===== src/tgim_defines.svh =====
// constants of the two-group interrupt manager: bit positions, widths, reset values
// assumes inclusion by bare name from the package file only; the design modules use the macros without including it
`ifndef TGIM_DEFINES_SVH
`define TGIM_DEFINES_SVH

// request lines and group line select width
`define TGIM_LINE_COUNT 8
`define TGIM_SELECT_WIDTH 3
`define TGIM_EXT_COUNT 2
// latched conditions per group (buffer request is a level, not latched)
`define TGIM_LATCHED_COUNT 8
// enable vector width: latched conditions plus the buffer request
`define TGIM_ENABLE_WIDTH 9

// group A latched condition positions
`define TGIM_A_ERROR 0
`define TGIM_A_START 1
`define TGIM_A_STOP 2
`define TGIM_A_FIRST_START 3
`define TGIM_A_SECOND_START 4
`define TGIM_A_SCAN_COUNT 5
`define TGIM_A_COUNTER_TERMINAL 6
`define TGIM_A_COUNTER_GATE 7
// group B latched condition positions
`define TGIM_B_ERROR 0
`define TGIM_B_STOP 1
`define TGIM_B_START 2
`define TGIM_B_FIRST_START 3
`define TGIM_B_BUFFER_COUNT 4
`define TGIM_B_UPDATE_COUNT 5
`define TGIM_B_COUNTER_TERMINAL 6
`define TGIM_B_COUNTER_GATE 7
// enable bit of the buffer request, both groups
`define TGIM_BUFFER_ENABLE_BIT 8

// external input index per group
`define TGIM_EXT_GROUP_A 0
`define TGIM_EXT_GROUP_B 1

// reset values
`define TGIM_PENDING_RESET 8'h00
`define TGIM_SYNC_RESET 2'h0
`define TGIM_LINE_RESET 8'h00
`define TGIM_SECOND_RESET 2'h0
`define TGIM_FLAG_RESET 1'h0

`endif


===== src/tgim_pkg.sv =====
// types shared by the interrupt manager modules
// assumes tgim_defines.svh is on the include path
`include "tgim_defines.svh"

package tgim_pkg;

  // registered state of the top module
  typedef struct packed {
    logic [`TGIM_EXT_COUNT-1:0]  syncFirst;   // first synchroniser stage of the ext pins
    logic [`TGIM_EXT_COUNT-1:0]  syncSecond;  // second stage, the only one logic reads
    logic [`TGIM_LINE_COUNT-1:0] lineDrive;   // request line enables
    logic [`TGIM_LINE_COUNT-1:0] lineLevel;   // level driven on enabled lines
    logic [`TGIM_EXT_COUNT-1:0]  secondDrive; // secondary output enables
    logic                        summaryA;    // group A asserted
    logic                        summaryB;    // group B asserted
  } tgim_state_type;

endpackage


===== src/tgim_sticky.sv =====
// bank of sticky status bits: a set pulse latches, a clear pulse releases
// assumes set and clear come from logic on the same clock
`timescale 1ns/10ps

module tgim_sticky
  import tgim_pkg::*;
#(
  parameter int WIDTH = `TGIM_LATCHED_COUNT
) (
  input  wire logic             clock,      // device clock
  input  wire logic             rst_b,      // asynchronous reset, active low
  input  wire logic [WIDTH-1:0] setPulse,   // condition occurred this cycle
  input  wire logic [WIDTH-1:0] clearPulse, // acknowledge written this cycle
  output logic      [WIDTH-1:0] pending     // latched status
);

  // whole state of the bank
  typedef struct packed {
    logic [WIDTH-1:0] pending; // one bit per condition
  } tgim_sticky_state_type;

  tgim_sticky_state_type state;      // current state
  tgim_sticky_state_type next_state; // state for the next edge

  // next state: clear first, then set, so a fresh event is never lost
  always_comb begin
    next_state = state;
    next_state.pending = (state.pending & ~clearPulse) | setPulse;
  end

  // register the bank
  always_ff @(posedge clock or negedge rst_b) begin
    if (!rst_b) begin
      state.pending <= '0;
    end else begin
      state <= next_state;
    end
  end

  assign pending = state.pending;

endmodule


===== src/two_group_interrupt_manager.sv =====
// two-group interrupt manager: latches internal conditions, takes two external
// interrupt inputs, and drives eight open-drain request lines and two secondary lines
// assumes condition events and acknowledges are single-cycle pulses on this clock,
// error flags are levels on this clock, and the ext inputs are asynchronous pins
//
// Overview of operation
// - eighteen internal conditions, two external inputs
// - eight request outputs, two external inputs
// - one polarity bit for all lines
// - three-pin option duplicates onto lines 0,1
// - per-group enable gates its selected line
// - both groups may pick one line
// - per-input polarity, 1 means active low
// - per-input enable into its group
// - per-input enable to secondary output
// - group A: input timing, counter 0, ext0
// - group B: output timing, counter 1, ext1
// - groups independent, any of eight lines
// - external status follows the input level
// - counter-0 terminal acknowledge clears status
// - counter-0 gate acknowledge clears status
// - scan-count acknowledge clears its status
// - start, starts, stop latch; acknowledges clear
// - error from overrun or overflow, acknowledgeable
// - shared line asserts only that line
// - three-pin lines follow either group's request
// - summary reports any asserted group A interrupt
`timescale 1ns/10ps

module two_group_interrupt_manager
  import tgim_pkg::*;
(
  input  wire logic                           clock,                   // 125 MHz device clock
  input  wire logic                           rst_b,                   // asynchronous reset
  // line configuration
  input  wire logic                           outputPolarity,          // 0 active high, 1 active low
  input  wire logic                           threePinOption,          // mirror onto lines 0 and 1
  input  wire logic                           groupAEnable,            // group A may drive
  input  wire logic [`TGIM_SELECT_WIDTH-1:0]  groupASelect,            // group A line number
  input  wire logic                           groupBEnable,            // group B may drive
  input  wire logic [`TGIM_SELECT_WIDTH-1:0]  groupBSelect,            // group B line number
  // external inputs
  input  wire logic [`TGIM_EXT_COUNT-1:0]     extIn,                   // external interrupt pins
  input  wire logic [`TGIM_EXT_COUNT-1:0]     extPolarity,             // 0 high active, 1 low
  input  wire logic [`TGIM_EXT_COUNT-1:0]     extEnable,               // into the group
  input  wire logic [`TGIM_EXT_COUNT-1:0]     extSecondEnable,         // onto the secondary line
  // group A conditions
  input  wire logic                           inputOverrunFlag,        // input timing overrun
  input  wire logic                           inputOverflowFlag,       // input buffer overflow
  input  wire logic                           inputStartEvent,         // start seen
  input  wire logic                           inputStopEvent,          // stop seen
  input  wire logic                           inputFirstStartEvent,    // first start seen
  input  wire logic                           inputSecondStartEvent,   // second start seen
  input  wire logic                           inputScanCountEvent,     // scan count terminal
  input  wire logic                           counter0TerminalEvent,   // counter 0 terminal
  input  wire logic                           counter0GateEvent,       // counter 0 gate event
  input  wire logic                           inputBufferRequest,      // buffer condition level
  // group A acknowledges
  input  wire logic                           input_error_clear,       // error acknowledge
  input  wire logic                           input_start_clear,       // start acknowledge
  input  wire logic                           input_stop_clear,        // stop acknowledge
  input  wire logic                           input_first_start_clear, // first start ack
  input  wire logic                           input_second_start_clear,// second start ack
  input  wire logic                           input_scan_count_clear,  // scan count ack
  input  wire logic                           counter0_terminal_clear, // counter 0 terminal ack
  input  wire logic                           counter0_gate_clear,     // counter 0 gate ack
  input  wire logic [`TGIM_ENABLE_WIDTH-1:0]  groupAConditionEnable,   // per-condition masks
  // group B conditions, bit layout in the defines
  input  wire logic [`TGIM_LATCHED_COUNT-1:0] outputConditionSet,      // events or error level
  input  wire logic [`TGIM_LATCHED_COUNT-1:0] outputConditionClear,    // acknowledges
  input  wire logic                           outputBufferRequest,     // buffer condition level
  input  wire logic [`TGIM_ENABLE_WIDTH-1:0]  groupBConditionEnable,   // per-condition masks
  // request lines, open drain
  output logic      [`TGIM_LINE_COUNT-1:0]    irqOut,                  // level while enabled
  output logic      [`TGIM_LINE_COUNT-1:0]    irqOutEnable,            // high while driving
  output logic      [`TGIM_EXT_COUNT-1:0]     secondOut,               // secondary level
  output logic      [`TGIM_EXT_COUNT-1:0]     secondOutEnable,         // secondary drive
  // status
  output logic                                group_a_summary,         // group A asserted
  output logic                                groupBSummary,           // group B asserted
  output logic                                ext0_pending,            // ext input 0 active
  output logic                                ext1Pending,             // ext input 1 active
  output logic                                counter0_terminal_pending, // latched terminal
  output logic                                counter0_gate_pending,   // latched gate event
  output logic      [`TGIM_LATCHED_COUNT-1:0] groupAPending,           // latched group A bits
  output logic      [`TGIM_LATCHED_COUNT-1:0] groupBPending            // latched group B bits
);

  tgim_state_type                  state;      // registered state
  tgim_state_type                  next_state; // next registered state
  logic [`TGIM_LATCHED_COUNT-1:0]  setA;       // group A set pulses
  logic [`TGIM_LATCHED_COUNT-1:0]  clearA;     // group A acknowledges
  logic [`TGIM_EXT_COUNT-1:0]      extActive;  // polarity-corrected ext level
  logic                            requestA;   // group A wants a line
  logic                            requestB;   // group B wants a line

  // gather group A sources into one vector
  // nine internal sources into eight latched bits
  always_comb begin
    setA = '0;
    setA[`TGIM_A_ERROR]             = inputOverrunFlag | inputOverflowFlag;
    setA[`TGIM_A_START]             = inputStartEvent;
    setA[`TGIM_A_STOP]              = inputStopEvent;
    setA[`TGIM_A_FIRST_START]       = inputFirstStartEvent;
    setA[`TGIM_A_SECOND_START]      = inputSecondStartEvent;
    setA[`TGIM_A_SCAN_COUNT]        = inputScanCountEvent;
    setA[`TGIM_A_COUNTER_TERMINAL]  = counter0TerminalEvent;
    setA[`TGIM_A_COUNTER_GATE]      = counter0GateEvent;
  end

  // gather group A acknowledges; each one clears only its own bit
  always_comb begin
    clearA = '0;
    clearA[`TGIM_A_ERROR]            = input_error_clear;
    clearA[`TGIM_A_START]            = input_start_clear;
    clearA[`TGIM_A_STOP]             = input_stop_clear;
    clearA[`TGIM_A_FIRST_START]      = input_first_start_clear;
    clearA[`TGIM_A_SECOND_START]     = input_second_start_clear;
    clearA[`TGIM_A_SCAN_COUNT]       = input_scan_count_clear;
    clearA[`TGIM_A_COUNTER_TERMINAL] = counter0_terminal_clear;
    clearA[`TGIM_A_COUNTER_GATE]     = counter0_gate_clear;
  end

  tgim_sticky #(
    .WIDTH (`TGIM_LATCHED_COUNT)
  ) groupALatch (
    .clock      (clock),
    .rst_b      (rst_b),
    .setPulse   (setA),
    .clearPulse (clearA),
    .pending    (groupAPending)
  );

  tgim_sticky #(
    .WIDTH (`TGIM_LATCHED_COUNT)
  ) groupBLatch (
    .clock      (clock),
    .rst_b      (rst_b),
    .setPulse   (outputConditionSet),
    .clearPulse (outputConditionClear),
    .pending    (groupBPending)
  );

  // polarity-corrected external levels, read only from the second sync stage
  always_comb begin
    extActive = state.syncSecond ^ extPolarity;
  end

  // group requests: OR of enabled pending bits, buffer levels and ext inputs
  always_comb begin
    requestA = (|(groupAPending & groupAConditionEnable[`TGIM_LATCHED_COUNT-1:0]))
             | (inputBufferRequest & groupAConditionEnable[`TGIM_BUFFER_ENABLE_BIT])
             | (extActive[`TGIM_EXT_GROUP_A] & extEnable[`TGIM_EXT_GROUP_A]);
    requestB = (|(groupBPending & groupBConditionEnable[`TGIM_LATCHED_COUNT-1:0]))
             | (outputBufferRequest & groupBConditionEnable[`TGIM_BUFFER_ENABLE_BIT])
             | (extActive[`TGIM_EXT_GROUP_B] & extEnable[`TGIM_EXT_GROUP_B]);
  end

  // next state: synchronisers, line routing, secondary lines, summaries
  always_comb begin
    next_state = state;
    // two-stage synchroniser; stage one feeds stage two and nothing else
    next_state.syncFirst  = extIn;
    next_state.syncSecond = state.syncFirst;
    next_state.lineLevel  = outputPolarity ? `TGIM_LINE_RESET : ~`TGIM_LINE_RESET;
    for (int i = 0; i < `TGIM_LINE_COUNT; i++) begin
      // a shared line is one line
      next_state.lineDrive[i] =
          (groupAEnable & requestA & (groupASelect == i[`TGIM_SELECT_WIDTH-1:0]))
        | (groupBEnable & requestB & (groupBSelect == i[`TGIM_SELECT_WIDTH-1:0]));
    end
    // mirror onto lines 0 and 1
    if (threePinOption) begin
      next_state.lineDrive[0] = next_state.lineDrive[0]
                              | (groupAEnable & requestA) | (groupBEnable & requestB);
      next_state.lineDrive[1] = next_state.lineDrive[1]
                              | (groupAEnable & requestA) | (groupBEnable & requestB);
    end
    next_state.secondDrive = extActive & extSecondEnable;
    next_state.summaryA = requestA;
    next_state.summaryB = requestB;
  end

  // register the state; every bit takes a constant under reset
  always_ff @(posedge clock or negedge rst_b) begin
    if (!rst_b) begin
      state.syncFirst   <= `TGIM_SYNC_RESET;
      state.syncSecond  <= `TGIM_SYNC_RESET;
      state.lineDrive   <= `TGIM_LINE_RESET;
      state.lineLevel   <= `TGIM_LINE_RESET;
      state.secondDrive <= `TGIM_SECOND_RESET;
      state.summaryA    <= `TGIM_FLAG_RESET;
      state.summaryB    <= `TGIM_FLAG_RESET;
    end else begin
      state <= next_state;
    end
  end

  // open-drain request lines: level is constant per polarity, enable does the work
  // the pin stays released while no group asks, so the board pull-up decides it
  // eight request lines
  assign irqOut          = state.lineLevel;
  assign irqOutEnable    = state.lineDrive;
  // secondary lines share the polarity setting with the request lines
  assign secondOut       = state.lineLevel[`TGIM_EXT_COUNT-1:0];
  assign secondOutEnable = state.secondDrive;

  // status outputs from flip-flops; the ext status also XORs in the live extPolarity input
  assign group_a_summary           = state.summaryA;
  assign groupBSummary             = state.summaryB;
  assign ext0_pending              = state.syncSecond[`TGIM_EXT_GROUP_A] ^ extPolarity[`TGIM_EXT_GROUP_A];
  assign ext1Pending               = state.syncSecond[`TGIM_EXT_GROUP_B] ^ extPolarity[`TGIM_EXT_GROUP_B];
  assign counter0_terminal_pending = groupAPending[`TGIM_A_COUNTER_TERMINAL];
  assign counter0_gate_pending     = groupAPending[`TGIM_A_COUNTER_GATE];

endmodule


===== config.mk =====
export PLATFORM = sky130hd
export DESIGN_NAME = two_group_interrupt_manager
export DESIGN_NICKNAME = d
export VERILOG_FILES = /design/src/tgim_pkg.sv /design/src/tgim_sticky.sv /design/src/two_group_interrupt_manager.sv
export VERILOG_INCLUDE_DIRS = /design/src /design/src/src
export SDC_FILE = /design/constraint.sdc
export NUM_CORES = 1
export LEC_CHECK = 0
export ABC_CLOCK_PERIOD_IN_PS = 2000
export BUFFER_PORTS_ARGS = -buffer_cell sky130_fd_sc_hd__buf_2
export CORE_ASPECT_RATIO = 2
export CORE_MARGIN = 5
export CORE_UTILIZATION = 42
export DETAILED_ROUTE_END_ITERATION = 10
export PLACE_DENSITY = 0.83
export SETUP_SLACK_MARGIN = 0.05
export SLEW_MARGIN = 25
export SYNTH_ARGS = -nofsm -noshare
export SYNTH_HDL_FRONTEND = slang
export SYNTH_HIERARCHICAL = 1
export SYNTH_SLANG_ARGS = --single-unit

===== constraint.sdc =====
create_clock -name clock -period 2 [get_ports clock]
set_input_delay 0.1 -clock clock [delete_from_list [all_inputs] [get_ports clock]]
set_output_delay 0.1 -clock clock [all_outputs]
set_load 0.05 [all_outputs]

==> run metrics, run 1 <==
die footprint 0.00493 sq mm; Worst Skew 0.00610 ns; setup tns final 0 ns; Async S/R FF share, synth 100%; Max-Cap Viols 0; post-synthesis register bit count 33; outcome complete, no violations; ranking of synthesized cells by area dfrtp_1 (55%), buf_4 (11%), a21o_1 (8.0%); Max VDD drop 0.628 mV; vias 1395; Static Leak 1.24 nW; Total Power 1.81 mW; hold violation count in the final report 0; Detail Route Antenna Nets 0; Antenna Cells 0; Main synth FF type dfrtp_1; fin cells 298; R2R Path Start groupALatch/pending[2]$_DFF_PN0_; most frequent cells after synthesis dfrtp_1 (33), buf_4 (22), inv_1 (19); Area Growth Syn to Fin 51.0%; GRT overflow 0; Post-synth EDFFs 0; final instance area 0.00226 sq mm; DP Wirelength 3300 um; net count after synthesis 205; Clk Latency, worst-skew pair around 0.28 ns; Max Clk Rate 0.664 GHz; Relative slew margins 52.0%; first-pass GRT wire length ~7000 um; Post-Synthesis Cells about 130; Overall Global Routing Usage 18.6%; max incr delay on CP 0.45 ns; Post-route DRC 0; Placed Cells 272; Slew Limit Fails 0; largest net degree at the start of global routing 34; Inserted Clock Buffers 5; CTS tree yes; postcts setup bufs 0; Hold WS 0.0135 ns; initial DRC count 37; critical path launch point type flip-flop; Core Rows 30; Buf/Inv on CP 0; Port Buffers approximately 110; CP max-delay cell a222oi_1; Mapped Avg Cell Area 11.3 sq um; DP Area 0.00196 sq mm; WL per Instance 14.2 um; flop-to-flop setup slack 0.49 ns; GPL Wtd Cong 0.792; crit end category flip-flop; fillers 260; post-synth top area share 55.2%; vias in the first global route between 1500 and 2000; setup violators final 0; Top Ports roughly 120; Warnings, synthesis 6; Die Width about 52 um; PwrDens 804 mW/mm^2; CP Class reg -> reg; worst path required time 2.15 ns; # H-tree levels 2; Worst-path clk slew 0.06 ns; Initial Util 43.8%; critical path peak fanout 3; largest area contributor in the netlist dfrtp_1; DRT Pass-1 Iters 4; Critical R2R Capture irqOutEnable[0]$_DFF_PN0_; Reg2Reg Depth 4; worst min path class in -> reg; post-synthesis sequential area ratio 55.2%; Critical Path AT 1.66 ns; clock sink count 33; Post-Route WL ~4200 um; nets 322; CORE AREA 0.00342 sq mm; Worst path depth 4; share of layout cells above drive strength 1 53.6%; antenna violations before repair 0; Top delay family on crit path compound AO/OA/AOI/OAI gates; Post-Syn Area 0.00150 sq mm; Critical Path Source groupALatch/pending[2]$_DFF_PN0_; Worst setup endpoint irqOutEnable[0]$_DFF_PN0_; CTS Root Cell clkbuf_8; most common cell in the synthesized netlist dfrtp_1; Chip Height 94.4 um; Vias/cell 4.68; Netlist cell types 22; maximum clock insertion buffer count 2; RSZ-0062 raised after global routing false; Least-Margin Pin Slew roughly 0.7 ns; CP Cell Sequence a222oi_1 > a31oi_2 > o21ai_2 > o221ai_2; period utilisation layout 75.3%; Final min period approximately 1.5 ns
[cells in the final DEF, fill, tap and decap left out]
cell type,synthesis,final
clkbuf_1,0,1
bufinv_16,0,1
inv_1,19,19
and2_1,1,1
dfrtp_1,33,33
and3_1,1,1
nand2b_1,5,5
xor2_1,1,1
xor2_2,1,1
o21ai_2,1,1
a22oi_1,6,6
o221ai_2,2,2
o22ai_1,6,6
a21o_1,16,16
nand2_2,1,1
clkbuf_8,0,6
nand2b_2,1,1
nand3_1,2,2
a222oi_1,2,2
dlygate4sd3_1,0,18
or2_2,3,3
buf_2,0,114
and2_2,1,1
nand2_1,5,5
and3_2,1,1
a31oi_2,2,2
[stage by stage]
step / setup slack [ns] / utilization (%)
after floorplan: 0.0649 / -
after global placement: 0.550 / 57.4
after detailed placement: 0.510 / 57.4
after CTS: 0.501 / 66.1
after global routing: 0.346 / 66.1
final: 0.493 / 66.1
[area by class of cell]
class | instances | area, sq um | area share (%)
clock buffer | 7 | 86.3 | 3.82
clock inverter | 1 | 30.0 | 1.33
inverter | 19 | 71.3 | 3.16
multi-input combinational | 58 | 433 | 19.2
sequential | 33 | 826 | 36.6
tap | 48 | 60.1 | 2.66
timing repair buffer | 132 | 751 | 33.3
[logic make-up (layout without fill, tap and decap cells)]
family / Yosys count / count (layout) / share of synthesized area (%)
flops: 33 / 33 / 55.2
simple gates: 21 / 21 / 8.12
buf+inv: 41 / 159 / 15.8
xor+xnor: 2 / 2 / 1.67
compound gates: 35 / 35 / 19.2
[timing repair]
| action | CTS | global route |
|---|---|---|
| hold buffers | 18 | 0 |
| resized for setup | 0 | 0 |
| hold endpoints to repair | 50 | 0 |
[metal layers]
layer	global-route usage [%]	vias up	part of all wire, %
met1	17.1	635	32
met3	7.90	12	11
li1	-	657	-
met2	33.9	91	54
met4	8.53	0	2.7
met5	0	-	0
[flip-flops by register name (all words and copies together) (netlist names)]
signal               flops
group_a_summary          1
irqOut                   1
irqOutEnable             8
groupALatch/pending      8
groupBSummary            1
next_state               2
secondOutEnable          2
state                    2
groupBLatch/pending      8
[where the power goes]
| group | switching (mW) | total (mW) | internal, mW | leakage [nW] |
|---|---|---|---|---|
| logic | 0.298 | 0.450 | 0.152 | 0.808 |
| registers | 0.0253 | 0.733 | 0.708 | 0.378 |
| clock network | 0.226 | 0.632 | 0.406 | 0.0585 |
[worst min-delay path by stage]
stage	from	to	slack [ns]	cells after the start
3_5_place_dp	rst_b	groupBLatch/pending[7]$_DFF_PN0_	0.19	1
2_1_floorplan	rst_b	groupALatch/pending[0]$_DFF_PN0_	-0.20	0
5_1_grt	outputConditionSet[2]	groupBLatch/pending[2]$_DFF_PN0_	0.009	2
6_report	outputConditionSet[2]	groupBLatch/pending[2]$_DFF_PN0_	0.01	2
3_3_place_gp	rst_b	groupBLatch/pending[6]$_DFF_PN0_	0.19	1
4_1_cts	outputConditionSet[2]	groupBLatch/pending[2]$_DFF_PN0_	0.005	2
No activity file was read; power rests on OpenSTA's default activity.
==> run 2, diff against run 1 <==
--- a/config.mk
+++ b/config.mk
@@ -6,13 +6,14 @@
 export SDC_FILE = /design/constraint.sdc
 export NUM_CORES = 1
 export LEC_CHECK = 0
-export ABC_CLOCK_PERIOD_IN_PS = 2000
+export ABC_AREA = 1
+export ABC_CLOCK_PERIOD_IN_PS = 1500
 export BUFFER_PORTS_ARGS = -buffer_cell sky130_fd_sc_hd__buf_2
 export CORE_ASPECT_RATIO = 2
 export CORE_MARGIN = 5
 export CORE_UTILIZATION = 42
 export DETAILED_ROUTE_END_ITERATION = 10
-export PLACE_DENSITY = 0.83
+export PLACE_DENSITY = 0.79
 export SETUP_SLACK_MARGIN = 0.05
 export SLEW_MARGIN = 25
 export SYNTH_ARGS = -nofsm -noshare
==> constraint.sdc (replaced) <==
create_clock -name clock -period 1.5 [get_ports clock]
set_input_delay 0.075 -clock clock [delete_from_list [all_inputs] [get_ports clock]]
set_output_delay 0.075 -clock clock [all_outputs]
set_load 0.05 [all_outputs]
==> run metrics, run 2 <==
outcome complete, no violations; Worst-path clk slew 0.07 ns; share of layout cells above drive strength 1 38.7%; Overall Global Routing Usage between 15 and 20%; Placed Cells between 300 and 400; max incr delay on CP 0.37 ns; Detail Route Antenna Nets 0; critical path peak fanout 2; Post-Syn Area 0.00175 sq mm; Static Leak 1.62 nW; hold violation count in the final report 0; Least-Margin Pin Slew 0.422 ns; DP Wirelength 3620 um; most frequent cells after synthesis nand2_1 (84), inv_1 (54), dfrtp_1 (33); post-synthesis register bit count 33; CTS Root Cell clkbuf_8; PwrDens 893 mW/mm^2; RSZ-0062 raised after global routing false; post-synthesis sequential area ratio 47.1%; Top delay family on crit path flip-flops; setup tns final 0 ns; die footprint 0.00564 sq mm; Vias/cell roughly 4.2; Max-Cap Viols 0; CTS tree yes; Chip Height around 100 um; Antenna Cells 0; Critical Path Source state[20]$_DFF_PN0_; first-pass GRT wire length a little under 8000 um; Area Growth Syn to Fin 44.0%; Post-route DRC 0; Reg2Reg Depth 10; largest net degree at the start of global routing 34; Port Buffers 114; ranking of synthesized cells by area dfrtp_1 (47%), nand2_1 (18%), inv_1 (12%); fin cells 409; Main synth FF type dfrtp_1; flop-to-flop setup slack 0.29 ns; Worst Skew 0.00581 ns; clock sink count 33; Top Ports 115; critical path launch point type flip-flop; Max Clk Rate slightly above 0.8 GHz; vias 1725; Post-synth EDFFs 0; Warnings, synthesis 6; largest area contributor in the netlist dfrtp_1; post-synth top area share 47.1%; Async S/R FF share, synth between 90% and 100%; Slew Limit Fails 0; post_cts resized 0; setup violators final 0; commonest non-fill, non-tap cell in the layout buf_2; crit end category primary output; final instance area 0.00252 sq mm; Final min period 1.22 ns; Hold-fix buffers, CTS 21; WL per Instance 11.6 um; Post-Route WL 4740 um; Mapped Avg Cell Area 7.46 sq um; postcts setup bufs 0; Critical R2R Capture irqOutEnable[1]$_DFF_PN0_; Core Rows 33; nets between 400 and 500; cell mode on critical path nand2_1; Inserted Clock Buffers 5; Post-Synthesis Cells 235; CP Class reg -> out; net count after synthesis 308; vias in the first global route 1783; Clk Latency, worst-skew pair 0.28 ns; maximum clock insertion buffer count 2; CP Cell Sequence nand2_1 > nand2_1 > inv_1 > buf_2; period utilisation layout around four fifths; Worst setup endpoint ext0_pending; GRT overflow 0; Worst path depth 4; GPL Wtd Cong between 0.8 and 0.9; DP Area 0.00223 sq mm; Initial Util a little over two fifths; initial DRC count 31; Relative slew margins between 70 and 80%; R2R Path Start groupALatch/pending[1]$_DFF_PN0_; most frequent cells in the layout buf_2 (114), nand2_1 (84), inv_1 (54); Buf/Inv on CP 2; CORE AREA ~0.004 sq mm; most common cell in the synthesized netlist nand2_1; Critical Path AT 1.15 ns; Netlist cell types 16; # H-tree levels 2; Die Width 55.7 um; DRT Pass-1 Iters 4; worst path required time 1.42 ns; Max VDD drop ~0.66 mV; antenna violations before repair 0; worst min path class in -> reg; CP max-delay cell dfrtp_1
run 2: cell types whose count changed in the layout (fill, tap and decap cells not counted), sizes merged, moves of 3 or more:
cell and delta:
nand3 +14, nor2 +10, o22ai -5, dlygate4sd3 +3, nor3 +3, nand2b -6
nand2 +85, a21o -16, inv +39, a22oi -6
run 2: worst min-delay path by stage:
stage                       startpoint                                to  slack (ns)  depth (start not counted)
6_report       outputConditionClear[0]  groupBLatch/pending[0]$_DFF_PN0_        0.01                          4
5_1_grt        outputConditionClear[7]  groupBLatch/pending[7]$_DFF_PN0_        0.01                          4
4_1_cts        outputConditionClear[0]  groupBLatch/pending[0]$_DFF_PN0_      0.0009                          4
3_5_place_dp                     rst_b      secondOutEnable[0]$_DFF_PN0_        0.13                          2
3_3_place_gp                     rst_b      secondOutEnable[0]$_DFF_PN0_        0.12                          2
2_1_floorplan                    rst_b  groupALatch/pending[0]$_DFF_PN0_       -0.22                          0
run 2: per-layer routing:
metal / GRT usage, % / up-vias / wire length, um
li1: - / 890 / -
met1: 16.1 / 748 / 1490
met2: 34.5 / 70 / 2740
met3: 4.97 / 17 / 301
met4: 10.3 / 0 / 205
met5: 0 / - / 0
run 2: power by group:
group | internal, mW | switching, mW
logic | 0.209 | 0.436
clock network | 0.321 | 0.315
registers | 0.942 | 0.0297
total | 1.47 | 0.781
run 2: stage by stage:
stage               power, mW  hold slack [ns]  setup WS, ns  util [%]
finish                   2.25           0.0124         0.277      61.7
global route             2.38           0.0147         0.141      61.7
CTS                      2.29         0.000928         0.284      61.7
detailed placement       1.59            0.127         0.297      54.6
global placement         1.58            0.123         0.314      54.6
floorplan                1.42           -0.221         0.127         -
run 2: cells by family after synthesis:
family | count (synthesis) | synth area share [%]
compound gates | 1 | 0.357
flops | 33 | 47.1
buf+inv | 80 | 22.0
simple gates | 121 | 30.5
run 2: area by class of cell:
cell class,instances,area (sq um)
Fill cell,396,1560
Sequential cell,33,826
Timing Repair Buffer,136,788
Multi-Input combinational cell,122,542
Inverter,58,220
Clock buffer,6,72.6
Tap cell,52,65.1
Clock inverter,2,10.0
run 2: worst min-delay path: stages:
cell and delay (ns):
buf_2 0.07, inv_1 0.03, nand2_1 0.04, nand2_1 0.04
